===== src/hdl/mii_sel_consts.svh =====
// offsets, field positions, reset values and codes of the mii source select
// assumes a 32-bit avalon-mm slave with byte addresses
//
// How it works
// - two-bit clock select, reset 00, picks source
// - clock select never touches management or data
// - management select routes transactions internal or outside
// - management select independent of port enable
// - management outside: internal mdio and mdc low
// - management internal: outside mdio released, mdc low
// - mdio strap sampled at every reset, held
// - strap reads one when mdio high, else zero
// - strap value only reported, steers nothing
// - port enable bit read-write, reset zero
// - port enable zero: internal phy, outside disabled
// - port enable never touches management or clocks
`ifndef MII_SEL_CONSTS_SVH
`define MII_SEL_CONSTS_SVH

`define ADDR_W 8
`define DATA_W 32
`define CFG_REG_ADDR 8'h74
`define CLK_SEL_LSB 5
`define CLK_SEL_MSB 6
`define MGMT_SEL_BIT 4
`define STRAP_BIT 3
`define PORT_EN_BIT 2
`define CLK_SEL_RST 2'h0
`define MGMT_SEL_RST 1'h0
`define PORT_EN_RST 1'h0
`define CLK_SEL_INT0 2'h0
`define CLK_SEL_EXT 2'h1
`define CLK_SEL_OFF 2'h2
`define CLK_SEL_INT1 2'h3
`define STRAP_WAIT 2'h2
`define RD_UNMAPPED 32'h0

`endif


===== src/hdl/mii_sel_pkg.sv =====
// types shared by the mii source select and its bench
// assumes nothing beyond the constants header
package mii_sel_pkg;
  typedef struct packed {
    logic en;
    logic er;
    logic [3:0] d;
  } mii_tx_t;
  typedef struct packed {
    logic dv;
    logic er;
    logic [3:0] d;
  } mii_rx_t;
  typedef enum logic [1:0] {SRC_INT, SRC_EXT, SRC_OFF} clk_src_t;
  typedef enum logic {BUS_IDLE, BUS_ACK} bus_state_t;
endpackage


===== src/hdl/mii_smi_source_select.sv =====
// mii clock, management and data port source select with config register
// assumes CLK at 250 mhz, pins and phy clocks asynchronous to it, and that
// software quiets the mac before rewriting the config register
//
// The implementer's own choices: the Avalon-MM interface to the registers and the register addresses.
`include "mii_sel_consts.svh"
`timescale 1ns/1ps
`default_nettype none

module mii_smi_source_select (
  input wire logic CLK,
  input wire logic RST,
  input wire logic CE,
  input wire logic [`ADDR_W-1:0] AVS_ADDRESS,
  input wire logic AVS_READ,
  input wire logic AVS_WRITE,
  input wire logic [`DATA_W-1:0] AVS_WRITEDATA,
  input wire logic [3:0] AVS_BYTEENABLE,
  output logic [`DATA_W-1:0] AVS_READDATA,
  output logic AVS_WAITREQUEST,
  input wire logic INT_RX_CLK,
  input wire logic INT_TX_CLK,
  input wire logic EXT_RX_CLK,
  input wire logic EXT_TX_CLK,
  output logic MAC_RX_CLK,
  output logic MAC_TX_CLK,
  input wire mii_sel_pkg::mii_tx_t MAC_TX,
  output mii_sel_pkg::mii_tx_t INT_TX,
  output mii_sel_pkg::mii_tx_t EXT_TX,
  input wire mii_sel_pkg::mii_rx_t INT_RX,
  input wire mii_sel_pkg::mii_rx_t EXT_RX,
  output mii_sel_pkg::mii_rx_t MAC_RX,
  input wire logic MAC_MDC,
  input wire logic MAC_MDIO_O,
  input wire logic MAC_MDIO_OE,
  output logic MAC_MDIO_I,
  output logic INT_MDC,
  output logic INT_MDIO_O,
  output logic INT_MDIO_OE,
  input wire logic INT_MDIO_I,
  output logic EXT_MDC,
  output logic EXT_MDIO_O,
  output logic EXT_MDIO_OE,
  input wire logic EXT_MDIO_I
);
  import mii_sel_pkg::*;

  // synchroniser vector: four clocks, outside rx bundle, outside mdio
  localparam int SW = 4 + $bits(mii_rx_t) + 1;
  logic [SW-1:0] async_in;
  logic [SW-1:0] sync1_q;
  logic [SW-1:0] sync2_q;
  logic int_rx_clk_s;
  logic int_tx_clk_s;
  logic ext_rx_clk_s;
  logic ext_tx_clk_s;
  mii_rx_t ext_rx_s;
  logic ext_mdio_s;
  logic [1:0] clk_sel_q;
  logic mgmt_sel_q;
  logic port_en_q;
  logic strap_q;
  logic strap_done_q;
  logic [1:0] strap_cnt_q;
  clk_src_t clk_src;
  bus_state_t bus_q;
  logic wait_q;
  logic [`DATA_W-1:0] rdata_q;
  logic [`DATA_W-1:0] cfg_view;
  logic bus_req;
  logic cfg_hit;
  logic wr_take;
  logic mac_rx_clk_q;
  logic mac_tx_clk_q;
  mii_tx_t int_tx_q;
  mii_tx_t ext_tx_q;
  mii_rx_t mac_rx_q;
  logic mac_mdio_i_q;
  logic int_mdc_q;
  logic int_mdio_o_q;
  logic int_mdio_oe_q;
  logic ext_mdc_q;
  logic ext_mdio_o_q;
  logic ext_mdio_oe_q;
  assign async_in = {INT_RX_CLK, INT_TX_CLK, EXT_RX_CLK, EXT_TX_CLK,
                     EXT_RX, EXT_MDIO_I};

  // two flops per bit; only the second stage is read anywhere
  genvar gi;
  generate
    for (gi = 0; gi < SW; gi++)
    begin : g_sync
      always_ff @(posedge CLK or posedge RST)
      begin
        if (RST)
        begin
          sync1_q[gi] <= 1'b0;
          sync2_q[gi] <= 1'b0;
        end
        else if (CE)
        begin
          sync1_q[gi] <= async_in[gi];
          sync2_q[gi] <= sync1_q[gi];
        end
      end
    end
  endgenerate
  assign {int_rx_clk_s, int_tx_clk_s, ext_rx_clk_s, ext_tx_clk_s,
          ext_rx_s, ext_mdio_s} = sync2_q;
  // avalon slave: one wait cycle, then a single-cycle acknowledge
  assign bus_req = AVS_READ | AVS_WRITE;
  assign cfg_hit = (AVS_ADDRESS == `CFG_REG_ADDR);
  assign wr_take = AVS_WRITE && bus_q == BUS_ACK && cfg_hit
                   && AVS_BYTEENABLE[0];

  always_ff @(posedge CLK or posedge RST)
  begin
    if (RST)
    begin
      bus_q <= BUS_IDLE;
      wait_q <= 1'b1;
    end
    else if (CE)
    begin
      unique case (bus_q)
        BUS_IDLE:
        begin
          if (bus_req)
          begin
            bus_q <= BUS_ACK;
            wait_q <= 1'b0;
          end
        end
        BUS_ACK:
        begin
          bus_q <= BUS_IDLE;
          wait_q <= 1'b1;
        end
      endcase
    end
  end

  // reserved and unmapped bits read zero
  always_comb
  begin
    cfg_view = `RD_UNMAPPED;
    cfg_view[`CLK_SEL_MSB:`CLK_SEL_LSB] = clk_sel_q;
    cfg_view[`MGMT_SEL_BIT] = mgmt_sel_q;
    cfg_view[`STRAP_BIT] = strap_q;
    cfg_view[`PORT_EN_BIT] = port_en_q;
  end

  always_ff @(posedge CLK or posedge RST)
  begin
    if (RST)
      rdata_q <= `RD_UNMAPPED;
    else if (CE && bus_q == BUS_IDLE && AVS_READ)
      rdata_q <= cfg_hit ? cfg_view : `RD_UNMAPPED;
  end

  // writes while the mac runs would glitch its clocks; software must
  // stop it first, nothing here guards against that
  always_ff @(posedge CLK or posedge RST)
  begin
    if (RST)
    begin
      clk_sel_q <= `CLK_SEL_RST;
      mgmt_sel_q <= `MGMT_SEL_RST;
      port_en_q <= `PORT_EN_RST;
    end
    else if (CE && wr_take)
    begin
      clk_sel_q <= AVS_WRITEDATA[`CLK_SEL_MSB:`CLK_SEL_LSB];
      mgmt_sel_q <= AVS_WRITEDATA[`MGMT_SEL_BIT];
      port_en_q <= AVS_WRITEDATA[`PORT_EN_BIT];
    end
  end

  // strap taken once the synchroniser holds post-reset pin levels
  always_ff @(posedge CLK or posedge RST)
  begin
    if (RST)
    begin
      strap_cnt_q <= 2'h0;
      strap_done_q <= 1'b0;
      strap_q <= 1'b0;
    end
    else if (CE && !strap_done_q)
    begin
      if (strap_cnt_q == `STRAP_WAIT)
      begin
        strap_q <= ext_mdio_s;
        strap_done_q <= 1'b1;
      end
      else
        strap_cnt_q <= strap_cnt_q + 2'h1;
    end
  end

  // clock source decode; only the select field feeds it
  always_comb
  begin
    unique case (clk_sel_q)
      `CLK_SEL_EXT: clk_src = SRC_EXT;
      `CLK_SEL_OFF: clk_src = SRC_OFF;
      default: clk_src = SRC_INT;
    endcase
  end

  always_ff @(posedge CLK or posedge RST)
  begin
    if (RST)
    begin
      mac_rx_clk_q <= 1'b0;
      mac_tx_clk_q <= 1'b0;
    end
    else if (CE)
    begin
      unique case (clk_src)
        SRC_INT:
        begin
          mac_rx_clk_q <= int_rx_clk_s;
          mac_tx_clk_q <= int_tx_clk_s;
        end
        SRC_EXT:
        begin
          mac_rx_clk_q <= ext_rx_clk_s;
          mac_tx_clk_q <= ext_tx_clk_s;
        end
        default:
        begin
          mac_rx_clk_q <= 1'b0;
          mac_tx_clk_q <= 1'b0;
        end
      endcase
    end
  end

  // data port steered by the enable alone
  always_ff @(posedge CLK or posedge RST)
  begin
    if (RST)
    begin
      int_tx_q <= '0;
      ext_tx_q <= '0;
      mac_rx_q <= '0;
    end
    else if (CE)
    begin
      if (port_en_q)
      begin
        int_tx_q <= '0;
        ext_tx_q <= MAC_TX;
        mac_rx_q <= ext_rx_s;
      end
      else
      begin
        int_tx_q <= MAC_TX;
        ext_tx_q <= '0;
        mac_rx_q <= INT_RX;
      end
    end
  end

  // management port steered by its select alone
  always_ff @(posedge CLK or posedge RST)
  begin
    if (RST)
    begin
      int_mdc_q <= 1'b0;
      int_mdio_o_q <= 1'b0;
      int_mdio_oe_q <= 1'b0;
      ext_mdc_q <= 1'b0;
      ext_mdio_o_q <= 1'b0;
      ext_mdio_oe_q <= 1'b0;
      mac_mdio_i_q <= 1'b0;
    end
    else if (CE)
    begin
      if (mgmt_sel_q)
      begin
        int_mdc_q <= 1'b0;
        int_mdio_o_q <= 1'b0;
        int_mdio_oe_q <= 1'b1;
        ext_mdc_q <= MAC_MDC;
        ext_mdio_o_q <= MAC_MDIO_O;
        ext_mdio_oe_q <= MAC_MDIO_OE;
        mac_mdio_i_q <= ext_mdio_s;
      end
      else
      begin
        int_mdc_q <= MAC_MDC;
        int_mdio_o_q <= MAC_MDIO_O;
        int_mdio_oe_q <= MAC_MDIO_OE;
        ext_mdc_q <= 1'b0;
        ext_mdio_o_q <= 1'b0;
        ext_mdio_oe_q <= 1'b0;
        mac_mdio_i_q <= INT_MDIO_I;
      end
    end
  end

  assign AVS_READDATA = rdata_q;
  assign AVS_WAITREQUEST = wait_q;
  assign MAC_RX_CLK = mac_rx_clk_q;
  assign MAC_TX_CLK = mac_tx_clk_q;
  assign INT_TX = int_tx_q;
  assign EXT_TX = ext_tx_q;
  assign MAC_RX = mac_rx_q;
  assign MAC_MDIO_I = mac_mdio_i_q;
  assign INT_MDC = int_mdc_q;
  assign INT_MDIO_O = int_mdio_o_q;
  assign INT_MDIO_OE = int_mdio_oe_q;
  assign EXT_MDC = ext_mdc_q;
  assign EXT_MDIO_O = ext_mdio_o_q;
  assign EXT_MDIO_OE = ext_mdio_oe_q;
endmodule // mii_smi_source_select

`default_nettype wire


===== config.mk =====
export PLATFORM = sky130hd
export DESIGN_NAME = mii_smi_source_select
export DESIGN_NICKNAME = d
export VERILOG_FILES = /design/src/hdl/mii_sel_pkg.sv /design/src/hdl/mii_smi_source_select.sv
export VERILOG_INCLUDE_DIRS = /design/src /design/src/hdl
export SDC_FILE = /design/constraint.sdc
export NUM_CORES = 1
export LEC_CHECK = 0
export BUFFER_PORTS_ARGS = -buffer_cell sky130_fd_sc_hd__buf_4
export CAP_MARGIN = 15
export CORE_MARGIN = 2
export CORE_UTILIZATION = 50
export DETAILED_ROUTE_END_ITERATION = 8
export PLACE_DENSITY_LB_ADDON = 0.05
export SETUP_SLACK_MARGIN = 0.5
export SYNTH_ARGS = -nofsm -noshare
export SYNTH_HDL_FRONTEND = slang
export SYNTH_SLANG_ARGS = --single-unit
export TNS_END_PERCENT = 100

===== constraint.sdc =====
create_clock -name CLK -period 4.6 [get_ports CLK]
set_input_delay 0.92 -clock CLK [delete_from_list [all_inputs] [get_ports CLK]]
set_output_delay 0.92 -clock CLK [all_outputs]
set_load 0.02 [all_outputs]

[Word level (Yosys, flattened, before mapping)]
Cells that the tools add are included.
Operators by class
  bitwise operators: 3
  mux-type cells: 18
  add/subtract/negate cells: 1
  reductions and logical operators: 12
  equality and inequality tests: 6
Operator list (number)
  6-bit two-way mux: 3
  1-bit two-way mux: 9
  8-bit by 7-bit == test with 1-bit output, second input constant: 1
  1-bit one-hot mux with 2 select lines: 4
  1-bit logical AND: 7
  7-bit two-way mux: 1
  2-bit AND reduction: 3
  2-bit by 1-bit == test with 1-bit output, second input constant: 2
  2-bit == test, second input constant: 2
  2-bit one-hot mux with 2 select lines: 1
  2-bit by 1-bit adder with 2-bit output, second input constant: 1
  2-bit logical NOT: 1
  2-bit inequality test, second input constant: 1
  1-bit NOT: 2
  1-bit logical NOT: 1
  1-bit bitwise OR: 1
Word-level totals
  bits of input ports: 76
  flip-flop bits (word level): 91
  logic and storage cells: 89

[Longest topological paths before layout]
Gate-level depths: netlist of the first run.
  word-level depth: 4
  mapped depth: 5
  gate-level depth less buffers: 5

[Worst setup path before layout of the first run]
OpenSTA, ideal clock, no wires.
  path type: input to register
  start point: in AVS_ADDRESS[1]
  end point: reg clk_sel_q[0]
  arrival: 1.867 ns
  stages: 3
  path slack: 2.608 ns
  path through: or2_1 nor4_4 mux2_4
Between the ends
  cells in the longest elaborated chain, start to end: 4
RTL lines
  start, declared: RTL line mii_smi_source_select.sv:14  | input wire logic [`ADDR_W-1:0] AVS_ADDRESS,
  8-bit by 7-bit == test with 1-bit output (no source line)
  1-bit logical AND: RTL line mii_smi_source_select.sv:113  | assign wr_take = AVS_WRITE && bus_q == BUS_ACK && cfg_hit
  1-bit logical AND: RTL line mii_smi_source_select.sv:114  | && AVS_BYTEENABLE[0];
  1-bit logical AND: RTL line mii_smi_source_select.sv:171  | else if (CE && wr_take)
  end signal, assigned: RTL line mii_smi_source_select.sv:167  | clk_sel_q <= `CLK_SEL_RST;
  end signal, assigned: RTL line mii_smi_source_select.sv:173  | clk_sel_q <= AVS_WRITEDATA[`CLK_SEL_MSB:`CLK_SEL_LSB];
  end, declared: RTL line mii_smi_source_select.sv:59  | logic [1:0] clk_sel_q;
No other way between the ends.
A chain may end at the register's enable or synchronous reset.

[Final worst setup path of the first run]
  start point: in CE
  end point: reg port_en_q
Between the ends
  cells in the longest elaborated chain, start to end: 1
RTL lines
  start, declared: RTL line mii_smi_source_select.sv:13  | input wire logic CE,
  1-bit logical AND: RTL line mii_smi_source_select.sv:171
  end signal, assigned: RTL line mii_smi_source_select.sv:169  | port_en_q <= `PORT_EN_RST;
  end signal, assigned: RTL line mii_smi_source_select.sv:175  | port_en_q <= AVS_WRITEDATA[`PORT_EN_BIT];
  end, declared: RTL line mii_smi_source_select.sv:61  | logic port_en_q;
No other way between the ends.

==> impl_metrics.ini, run 1 <==
[layout]
ant_cells = 0
multi_input_area_um2 = 1030
mostFrequentLayoutCells = buf_4 (78), dfrtp_1 (63), conb_1 (27)
final_layout_size_suffix_gt1_frac = 0.368
n_fill_cell = 462
nNetsFinal = 411
storage_cell_area_um2 = 1600
flow.area_growth_from_synthesis_pct = 23.8
most_common_cell_after_layout_fill_and_taps_aside = buf_4

[critical_path]
crit_path_end_kind = flop
crit_arrival_ps = 2480
regToRegStartpoint = bus_q$_DFFE_PP0P_
crit_fanout = 71
worst-endpoint-required_ps = 4800
setup.worst_path.start_class = input port
crit_path_max_incr_delay_ps = 530
reg2reg_depth = 3
timing.rr.end = port_en_q$_DFFE_PP0P_
cp-endpoint = port_en_q$_DFFE_PP0P_
setup.worst_path.start = CE
regToRegSetupSlack_ps = 3150
cp_max_stage_cell = buf_4
crit_path_cell_trace = buf_4, nand4_1, nor4_4, mux2_4
worstSetupPathType = in2reg

[cts]
cts_hold_repair.buffers = 0
cts_tree = built
post_cts_buffers = 0
clock_sink_count = 64
cts_root_buf = clkbuf_8
cts_inserted_buffers = 9
cts_max_path_buffers = 2
latest_clock_arrival_within_the_worst_skew_pair_ps = 320
post_cts_resize_count = 0
clkTransAtPathRegs_ps = 60
cts_max_level = 3

[synth]
post_synth_main_area_contributors = dfrtp_1 (55%), mux2_2 (9.4%), buf_4 (7.3%)
yosys_warnings = 0
synth.lib_cells_used.distinct = 32
sequential_share_of_the_synthesized_area = 0.558
syn-cell-area_um2 = 2870
synth_largest_area_cell = dfrtp_1
avgSynthCellArea_um2 = 11.3
netlist_instances = 254
postSynthRegisterBits = 64
netlist.area_leader.share = 0.549

[power_and_ir_drop]
total_leakage_power_nw = 1.72
power_frac_comb = 0.168
p_switching_w = 0.000326
p_clk_frac = 0.314
p_int_w = 0.000938
peakVddDrop_v = 0.000214
powerDensity_nw_per_um2 = 356
seq_power_share = 0.518
report.power.total_w = 0.00126
fraction_of_power_spent_switching_nets = 0.258

[sta]
rsz_0062_raised_after_global_routing = false
final.min_clock_period_ps = 2270
finalHoldViolCount = 0
finalMaxSlewViolations = 0
fin_crit_sh = 0.494
worst_slew_pin_slew_ps = 668
timing.max_slew.rel_slack = 0.555
max_freq_mhz = 440
final.hold.worst_slack_ps = 484
setup_violations = 0
skew_ps = 4.80
setup_total_negative_slack_ps = 0

[placement]
dp_hpwl_um = 3530
gp_routability_congestion = 0.741
port_buffers = 77

[floorplanning]
ios = 136
die-width_um = 79.8
rows = 27
core_area_um2 = 5540
dieHeight_um = 79.8
dieArea_um2 = 6360
initial_utilization = 0.518

[grt]
grt_first_pass_wirelength_um = 8240
congestion_overflow_gr = 0
grt_max_degree = 72
vias_in_the_first_global_route = 1842
track_usage = 0.169
grt_antenna_before_repair = 0

[detailed_routing]
routed_wirelength_um = 4920
via_count = 1909
drtIter0Drc = 52
routed-wl-met2_um = 2420
detail_route.vias_per_cell = 4.70
route.layer.met1.wl_um = 2130
routed-wl-met3_um = 297
highest_layer = met4
route.antenna.remaining_nets = 0
drcViolationCount = 0
route.detailed.wl_per_inst_um = 12.1
detailedRoute.firstPassIterationCount = 4

[min_path]
min-delay-path-class = reg2reg
worstHoldPathCells = 2

[outcome]
run_status = completed

[run]
timing.max_cap.violations = 0
[registers in the layout, indices dropped and copies added, names as in the netlist, 2 cells and up]
signal	flops
INT_TX	6
sync1_q	11
clk_sel_q	2
ext_rx_s	6
strap_cnt_q	2
EXT_TX	6
MAC_RX	6
AVS_READDATA	5
[cell families after synthesis]
family,Yosys count,synth area share
flip-flops,64,0.558
buffers and inverters,61,0.118
XOR/XNOR,1,0.00305
other,1,0.00131
AO/OA/AOI/OAI,37,0.0702
multiplexers,35,0.139
adder cells (fa/ha/maj),3,0.0131
AND/OR/NAND/NOR,52,0.0963
[synthesized netlist by cell type (all sizes together)]
master and count:
a21oi 9, a22o 1, a22oi 2, and2 1
and3b 1, buf 32, clkbuf 5, conb 1
dfrtp 63, dfstp 1, ha 3, inv 24
mux2 28, mux2i 7, nand2 23, nand2b 3
nand3 3, nand3b 1, nand4 1, nand4b 1
nor2 12, nor2b 2, nor3b 1, nor4 1
o21ai 21, o22ai 2, o31ai 2, or2 1
or3 1, xnor2 1
[metal layers]
layer,global-route usage,vias to the layer above
li1,-,934
met1,0.208,909
met2,0.279,57
met3,0.0441,9
met4,0.0814,0
met5,0,-
[worst min-delay path by stage]
stage	from	to
2_1_floorplan	strap_done_q$_DFFE_PP0P_	strap_done_q$_DFFE_PP0P_
3_3_place_gp	AVS_READDATA[6]$_DFFE_PP0P_	AVS_READDATA[6]$_DFFE_PP0P_
3_5_place_dp	AVS_READDATA[6]$_DFFE_PP0P_	AVS_READDATA[6]$_DFFE_PP0P_
4_1_cts	AVS_READDATA[3]$_DFFE_PP0P_	AVS_READDATA[3]$_DFFE_PP0P_
5_1_grt	AVS_READDATA[3]$_DFFE_PP0P_	AVS_READDATA[3]$_DFFE_PP0P_
6_report	AVS_READDATA[3]$_DFFE_PP0P_	AVS_READDATA[3]$_DFFE_PP0P_
[worst max-delay path, delay by kind of cell]
kind,cells,cell delay [ps]
buffers and inverters,1,530
muxes,1,340
and+or+nand+nor,2,680
[power groups by stage]
| stage | Sequential, W | Combinational [W] | Clock [W] |
|---|---|---|---|
| after CTS | 0.000656 | 0.000216 | 0.000417 |
| after global placement | 0.000664 | 0.000211 | 0 |
| after global routing | 0.000663 | 0.000237 | 0.000440 |
| after detailed placement | 0.000666 | 0.000215 | 0 |
| final | 0.000655 | 0.000212 | 0.000397 |
| after floorplan | 0.000680 | 0.000134 | 0 |
[layout make-up]
class                           instances  area share
Timing Repair Buffer                   78       0.165
Tap cell                               72      0.0253
Multi-Input combinational cell        155       0.289
Inverter                               24      0.0253
Clock inverter                          1     0.00141
Clock buffer                           12      0.0436
Sequential cell                        64       0.451
[metrics by stage]
| step | cell area [um^2] | worst slack (ps) | instances | utilization |
|---|---|---|---|---|
| CTS | 3550 | 2310 | 406 | 0.642 |
| global route | 3550 | 2200 | 406 | 0.642 |
| global placement | 3390 | 1990 | 393 | 0.613 |
| finish | 3550 | 2330 | 406 | 0.642 |
| floorplan | 2970 | 2080 | 280 | - |
| detailed placement | 3390 | 1960 | 393 | 0.613 |
(Power assumes the default switching activity.)
==> run 2: changes to the inputs <==
CORE_UTILIZATION = 46   (was 50)
clock period = 2.4 ns   (was 4.6 ns; I/O delays follow)
==> run 2 against run 1 <==
First-iteration DRC count up 35%. Wire length up 6.8%. Final cell count up 1.7%. Utilization down 3.6 points. Highest routed layer unchanged. Total power up 100%. Design area up 2.1%. Global-route usage up 0.064 points. Register-to-register slack worse by 2200 ps. Critical path depth unchanged. Via count up 1.5%. Die area up 8.2%.
==> impl_metrics.ini, run 2 (same netlist as run 1, synthesis figures left out) <==
[cts]
cts_inserted_buffers = 9
cts_hold_repair.buffers = 0
clock_sink_count = 64
latest_clock_arrival_within_the_worst_skew_pair_ps = 330
clkTransAtPathRegs_ps = 70
cts_tree = built
cts_max_path_buffers = 2
cts_max_level = 3
post_cts_resize_count = 0
post_cts_buffers = 0
cts_root_buf = clkbuf_8

[detailed_routing]
route.antenna.remaining_nets = 0
routed_wirelength_um = 5260
detail_route.vias_per_cell = 4.69
drtIter0Drc = 70
detailedRoute.firstPassIterationCount = 4
drcViolationCount = 0
via_count = 1938
route.detailed.wl_per_inst_um = 12.7

[sta]
setup_total_negative_slack_ps = 0
timing.max_slew.rel_slack = 0.611
fin_crit_sh = 0.620
rsz_0062_raised_after_global_routing = false
skew_ps = 9.96
final.min_clock_period_ps = 1490
worst_slew_pin_slew_ps = 583
max_freq_mhz = 673
setup_violations = 0
finalMaxSlewViolations = 0
finalHoldViolCount = 0

[floorplanning]
dieArea_um2 = 6890
rows = 28
initial_utilization = 0.479
die-width_um = 83.0
dieHeight_um = 83.0
ios = 136
core_area_um2 = 5990

[layout]
final_layout_size_suffix_gt1_frac = 0.376
most_common_cell_after_layout_fill_and_taps_aside = buf_4
mostFrequentLayoutCells = buf_4 (78), dfrtp_1 (63), conb_1 (27)
max_flop_register = sync1_q
ant_cells = 0
n_fill_cell = 521
nNetsFinal = 413
flow.area_growth_from_synthesis_pct = 26.4
largest_register_ff_count = 11

[grt]
grt_antenna_before_repair = 0
vias_in_the_first_global_route = 2004
grt_first_pass_wirelength_um = 9370
congestion_overflow_gr = 0
track_usage = 0.170
grt_max_degree = 45

[placement]
gp_routability_congestion = 0.742
port_buffers = 77
dp_hpwl_um = 3800

[power_and_ir_drop]
total_leakage_power_nw = 1.75
fraction_of_power_spent_switching_nets = 0.262
p_int_w = 0.00189
peakVddDrop_v = 0.000319
report.power.total_w = 0.00256
p_switching_w = 0.000671
p_clk_frac = 0.348
powerDensity_nw_per_um2 = 705
power_frac_comb = 0.162
seq_power_share = 0.491

[critical_path]
worstSetupPathType = in2reg
setup.worst_path.start = CE
timing.rr.end = port_en_q$_DFFE_PP0P_
worst-endpoint-required_ps = 2610
regToRegSetupSlack_ps = 990
regToRegStartpoint = bus_q$_DFFE_PP0P_
cp-endpoint = port_en_q$_DFFE_PP0P_
crit_path_end_kind = flop
crit_arrival_ps = 1700
setup.worst_path.start_class = input port
crit_fanout = 28
reg2reg_depth = 3

[outcome]
run_status = completed

[min_path]
min-delay-path-class = in2async

[run]
timing.max_cap.violations = 0
## run 2: cell count changes in the layout (fill, tap and decap cells not counted), sizes merged
cell	change
clkbuf	-1
clkinv	+2
clkinvlp	+1
inv	-1
bufinv	+1
buf	+2
## run 2: area by class of cell
cell class,instances,area [um^2],area share
sequential,64,1600,0.442
multi-input combinational,155,1030,0.283
timing repair buffer,80,626,0.172
clock buffer,11,141,0.0390
inverter,24,93.8,0.0259
tap,75,93.8,0.0259
clock inverter,4,45.0,0.0124
## run 2: power groups by stage
stage	clock network [W]	logic [W]	registers (W)
finish	0.000890	0.000414	0.00126
floorplan	0	0.000257	0.00130
detailed placement	0	0.000420	0.00128
CTS	0.000920	0.000421	0.00126
global route	0.000967	0.000462	0.00127
global placement	0	0.000413	0.00127
## run 2: critical path, cell delays in order
cell	delay, ps
buf_4	300
nand4_1	190
nor4_4	380
mux2_4	340
## run 2: routing by layer
metal,routed length (um),part of all wire,global-route usage
met1,2370,0.45,0.225
met3,312,0.059,0.0477
met5,0,0,0
met4,91,0.017,0.0760
met2,2480,0.47,0.261
## run 2: how the worst min path moves through the flow
stage                                  end  slack, ps  depth (start not counted)
3_5_place_dp   AVS_READDATA[6]$_DFFE_PP0P_        470                          2
5_1_grt              MAC_RX[1]$_DFFE_PP0P_        250                          2
2_1_floorplan     strap_done_q$_DFFE_PP0P_        460                          1
4_1_cts            ext_rx_s[1]$_DFFE_PP0P_        220                          2
6_report             MAC_RX[1]$_DFFE_PP0P_        210                          2
3_3_place_gp   AVS_READDATA[6]$_DFFE_PP0P_        470                          2
## run 2: stage by stage
| stage | area (um^2) | utilization | worst slack (ps) | instances | hold slack (ps) |
|---|---|---|---|---|---|
| floorplan | 2970 | - | 848 | 280 | 459 |
| global placement | 3440 | 0.575 | 549 | 398 | 470 |
| detailed placement | 3440 | 0.575 | 545 | 398 | 472 |
| CTS | 3630 | 0.606 | 900 | 413 | 218 |
| global route | 3630 | 0.606 | 815 | 413 | 248 |
| finish | 3630 | 0.606 | 913 | 413 | 211 |
==> run 3: changes to the inputs <==
clock period = 1.4 ns   (was 2.4 ns; I/O delays follow)
==> run 3 against run 2 <==
Global-route usage grew 0.60 points. Setup slack lost 770 ps. Final cell count grew 5.8%. Design area grew 15%. Via count grew 5.5%. Non-clock buffer count grew 25. Register-to-register slack lost 830 ps. Die area is the same. Wire length grew 8.7%. Critical endpoint is now AVS_WAITREQUEST. Highest routed layer unchanged.
==> impl_metrics.ini, run 3 (same netlist as run 1, synthesis figures left out) <==
[layout]
nNetsFinal = 438
layoutNonFillerInstCount = 437
largest_register_ff_count = 11
flow.area_growth_from_synthesis_pct = 46.0
layout.cell_area.non_filler_um2 = 4190
mostFrequentLayoutCells = buf_4 (64), dfrtp_1 (62), buf_6 (37)
max_flop_register = sync1_q
most_common_cell_after_layout_fill_and_taps_aside = buf_4
ant_cells = 0
n_fill_cell = 457
final_layout_size_suffix_gt1_frac = 0.483

[critical_path]
cp_top_family = flip-flops
crit_path_cell_trace = buf_6
worst-endpoint-required_ps = 1120
worstSetupPathType = reg2out
cp_max_stage_cell = dfstp_2
crit_buf_inv = 1
crit_path_end_kind = primary output
crit_arrival_ps = 980
setup.worst_path.start_class = flop
crit_fanout = 2
crit_path_max_incr_delay_ps = 530

[placement]
dp_hpwl_um = 3790
port_buffers = 77
placement.setup.worst_slack_ps = -58.6
dp.cells = 404
gp_routability_congestion = 0.686
place_area_um2 = 3640

[sta]
finalMaxSlewViolations = 0
max_freq_mhz = 794
final.hold.worst_slack_ps = 31.5
setup_violations = 0
setup_ws_ps = 141
fin_crit_sh = 0.900
finalHoldViolCount = 0
rsz_0062_raised_after_global_routing = true
final.min_clock_period_ps = 1260
skew_ps = 7.34

[floorplanning]
die-width_um = 83.0
core_area_um2 = 5990
rows = 28
ios = 136
dieHeight_um = 83.0
dieArea_um2 = 6890
initial_utilization = 0.479

[cts]
cts_inserted_buffers = 9
cts_max_path_buffers = 2
cts_max_level = 3
clock_sink_count = 64
cts_root_buf = clkbuf_8
cts_hold_repair.buffers = 0
latest_clock_arrival_within_the_worst_skew_pair_ps = 340
clkTransAtPathRegs_ps = 60
cts_tree = built

[detailed_routing]
drtIter0Drc = 67
detailedRoute.firstPassIterationCount = 4
drcViolationCount = 0
route.antenna.remaining_nets = 0
routed_wirelength_um = 5720
detail_route.vias_per_cell = 4.68
route.detailed.wl_per_inst_um = 13.1
via_count = 2045

[grt]
congestion_overflow_gr = 0
vias_in_the_first_global_route = 2020
grt_antenna_before_repair = 0
grt_max_degree = 65
track_usage = 0.176
grt_first_pass_wirelength_um = 9500

[run]
timing.max_cap.violations = 0

[power_and_ir_drop]
report.power.total_w = 0.00463
peakVddDrop_v = 0.000695
total_leakage_power_nw = 2.05
powerDensity_nw_per_um2 = 1100

[min_path]
min-delay-path-class = in2async

[outcome]
run_status = completed
==> run 3: final timing paths <==
check	start	depth (start not counted)	slack [ps]	to
setup / recovery	AVS_WAITREQUEST$_DFFE_PP1P_	1	140	AVS_WAITREQUEST
hold / removal	RST	3	30	MAC_MDIO_I$_DFFE_PP0P_
setup reg to reg	bus_q$_DFFE_PP0P_	4	160	port_en_q$_DFFE_PP0P_
hold reg to reg	sync1_q[8]$_DFFE_PP0P_	1	510	ext_rx_clk_s$_DFFE_PP0P_
max in group asynchronous	RST	3	1060	AVS_WAITREQUEST$_DFFE_PP1P_
min in group CLK	MAC_TX[5]	3	150	EXT_TX[5]$_DFFE_PP0P_
==> run 3: final cells by class <==
type / count / area [um^2] / share of cell area
well taps: 75 / 93.8 / 0.0224
multi-input cells: 155 / 1240 / 0.295
inverters: 24 / 93.8 / 0.0224
flip-flops and latches: 64 / 1600 / 0.383
repair buffers: 105 / 990 / 0.236
clock buffers: 14 / 173 / 0.0412
==> run 3: per-layer routing <==
metal  track usage  vias to the layer above  share of wire
li1              -                      984              -
met1         0.239                      979           0.44
met2         0.260                       71           0.49
met3        0.0487                       11          0.060
met4        0.0879                        0          0.017
met5             0                        -              0
==> run 3: timing repair <==
| item | 4_1_cts | 5_1_grt |
|---|---|---|
| hold endpoints to repair | 0 | 0 |
| pin swaps | 19 | 12 |
| gates resized for setup | 51 | 13 |
| setup buffers | 9 | 9 |
| gates cloned | 0 | 1 |
| setup endpoints to repair | 67 | 87 |
==> run 3: stage by stage <==
step / util / TNS (ps)
floorplan: - / 0
global placement: 0.608 / -269
detailed placement: 0.608 / -223
CTS: 0.677 / 0
global route: 0.699 / 0
finish: 0.699 / 0
==> run 3: tightest hold or removal path: stages <==
cell and delay [ps]:
buf_4 120, clkinvlp_4 70, buf_12 290
==> run 3: where the power goes <==
part	switching, W	internal [W]
Sequential	0.000131	0.00205
Clock	0.000642	0.000771
Combinational	0.000448	0.000587
Total	0.00122	0.00341
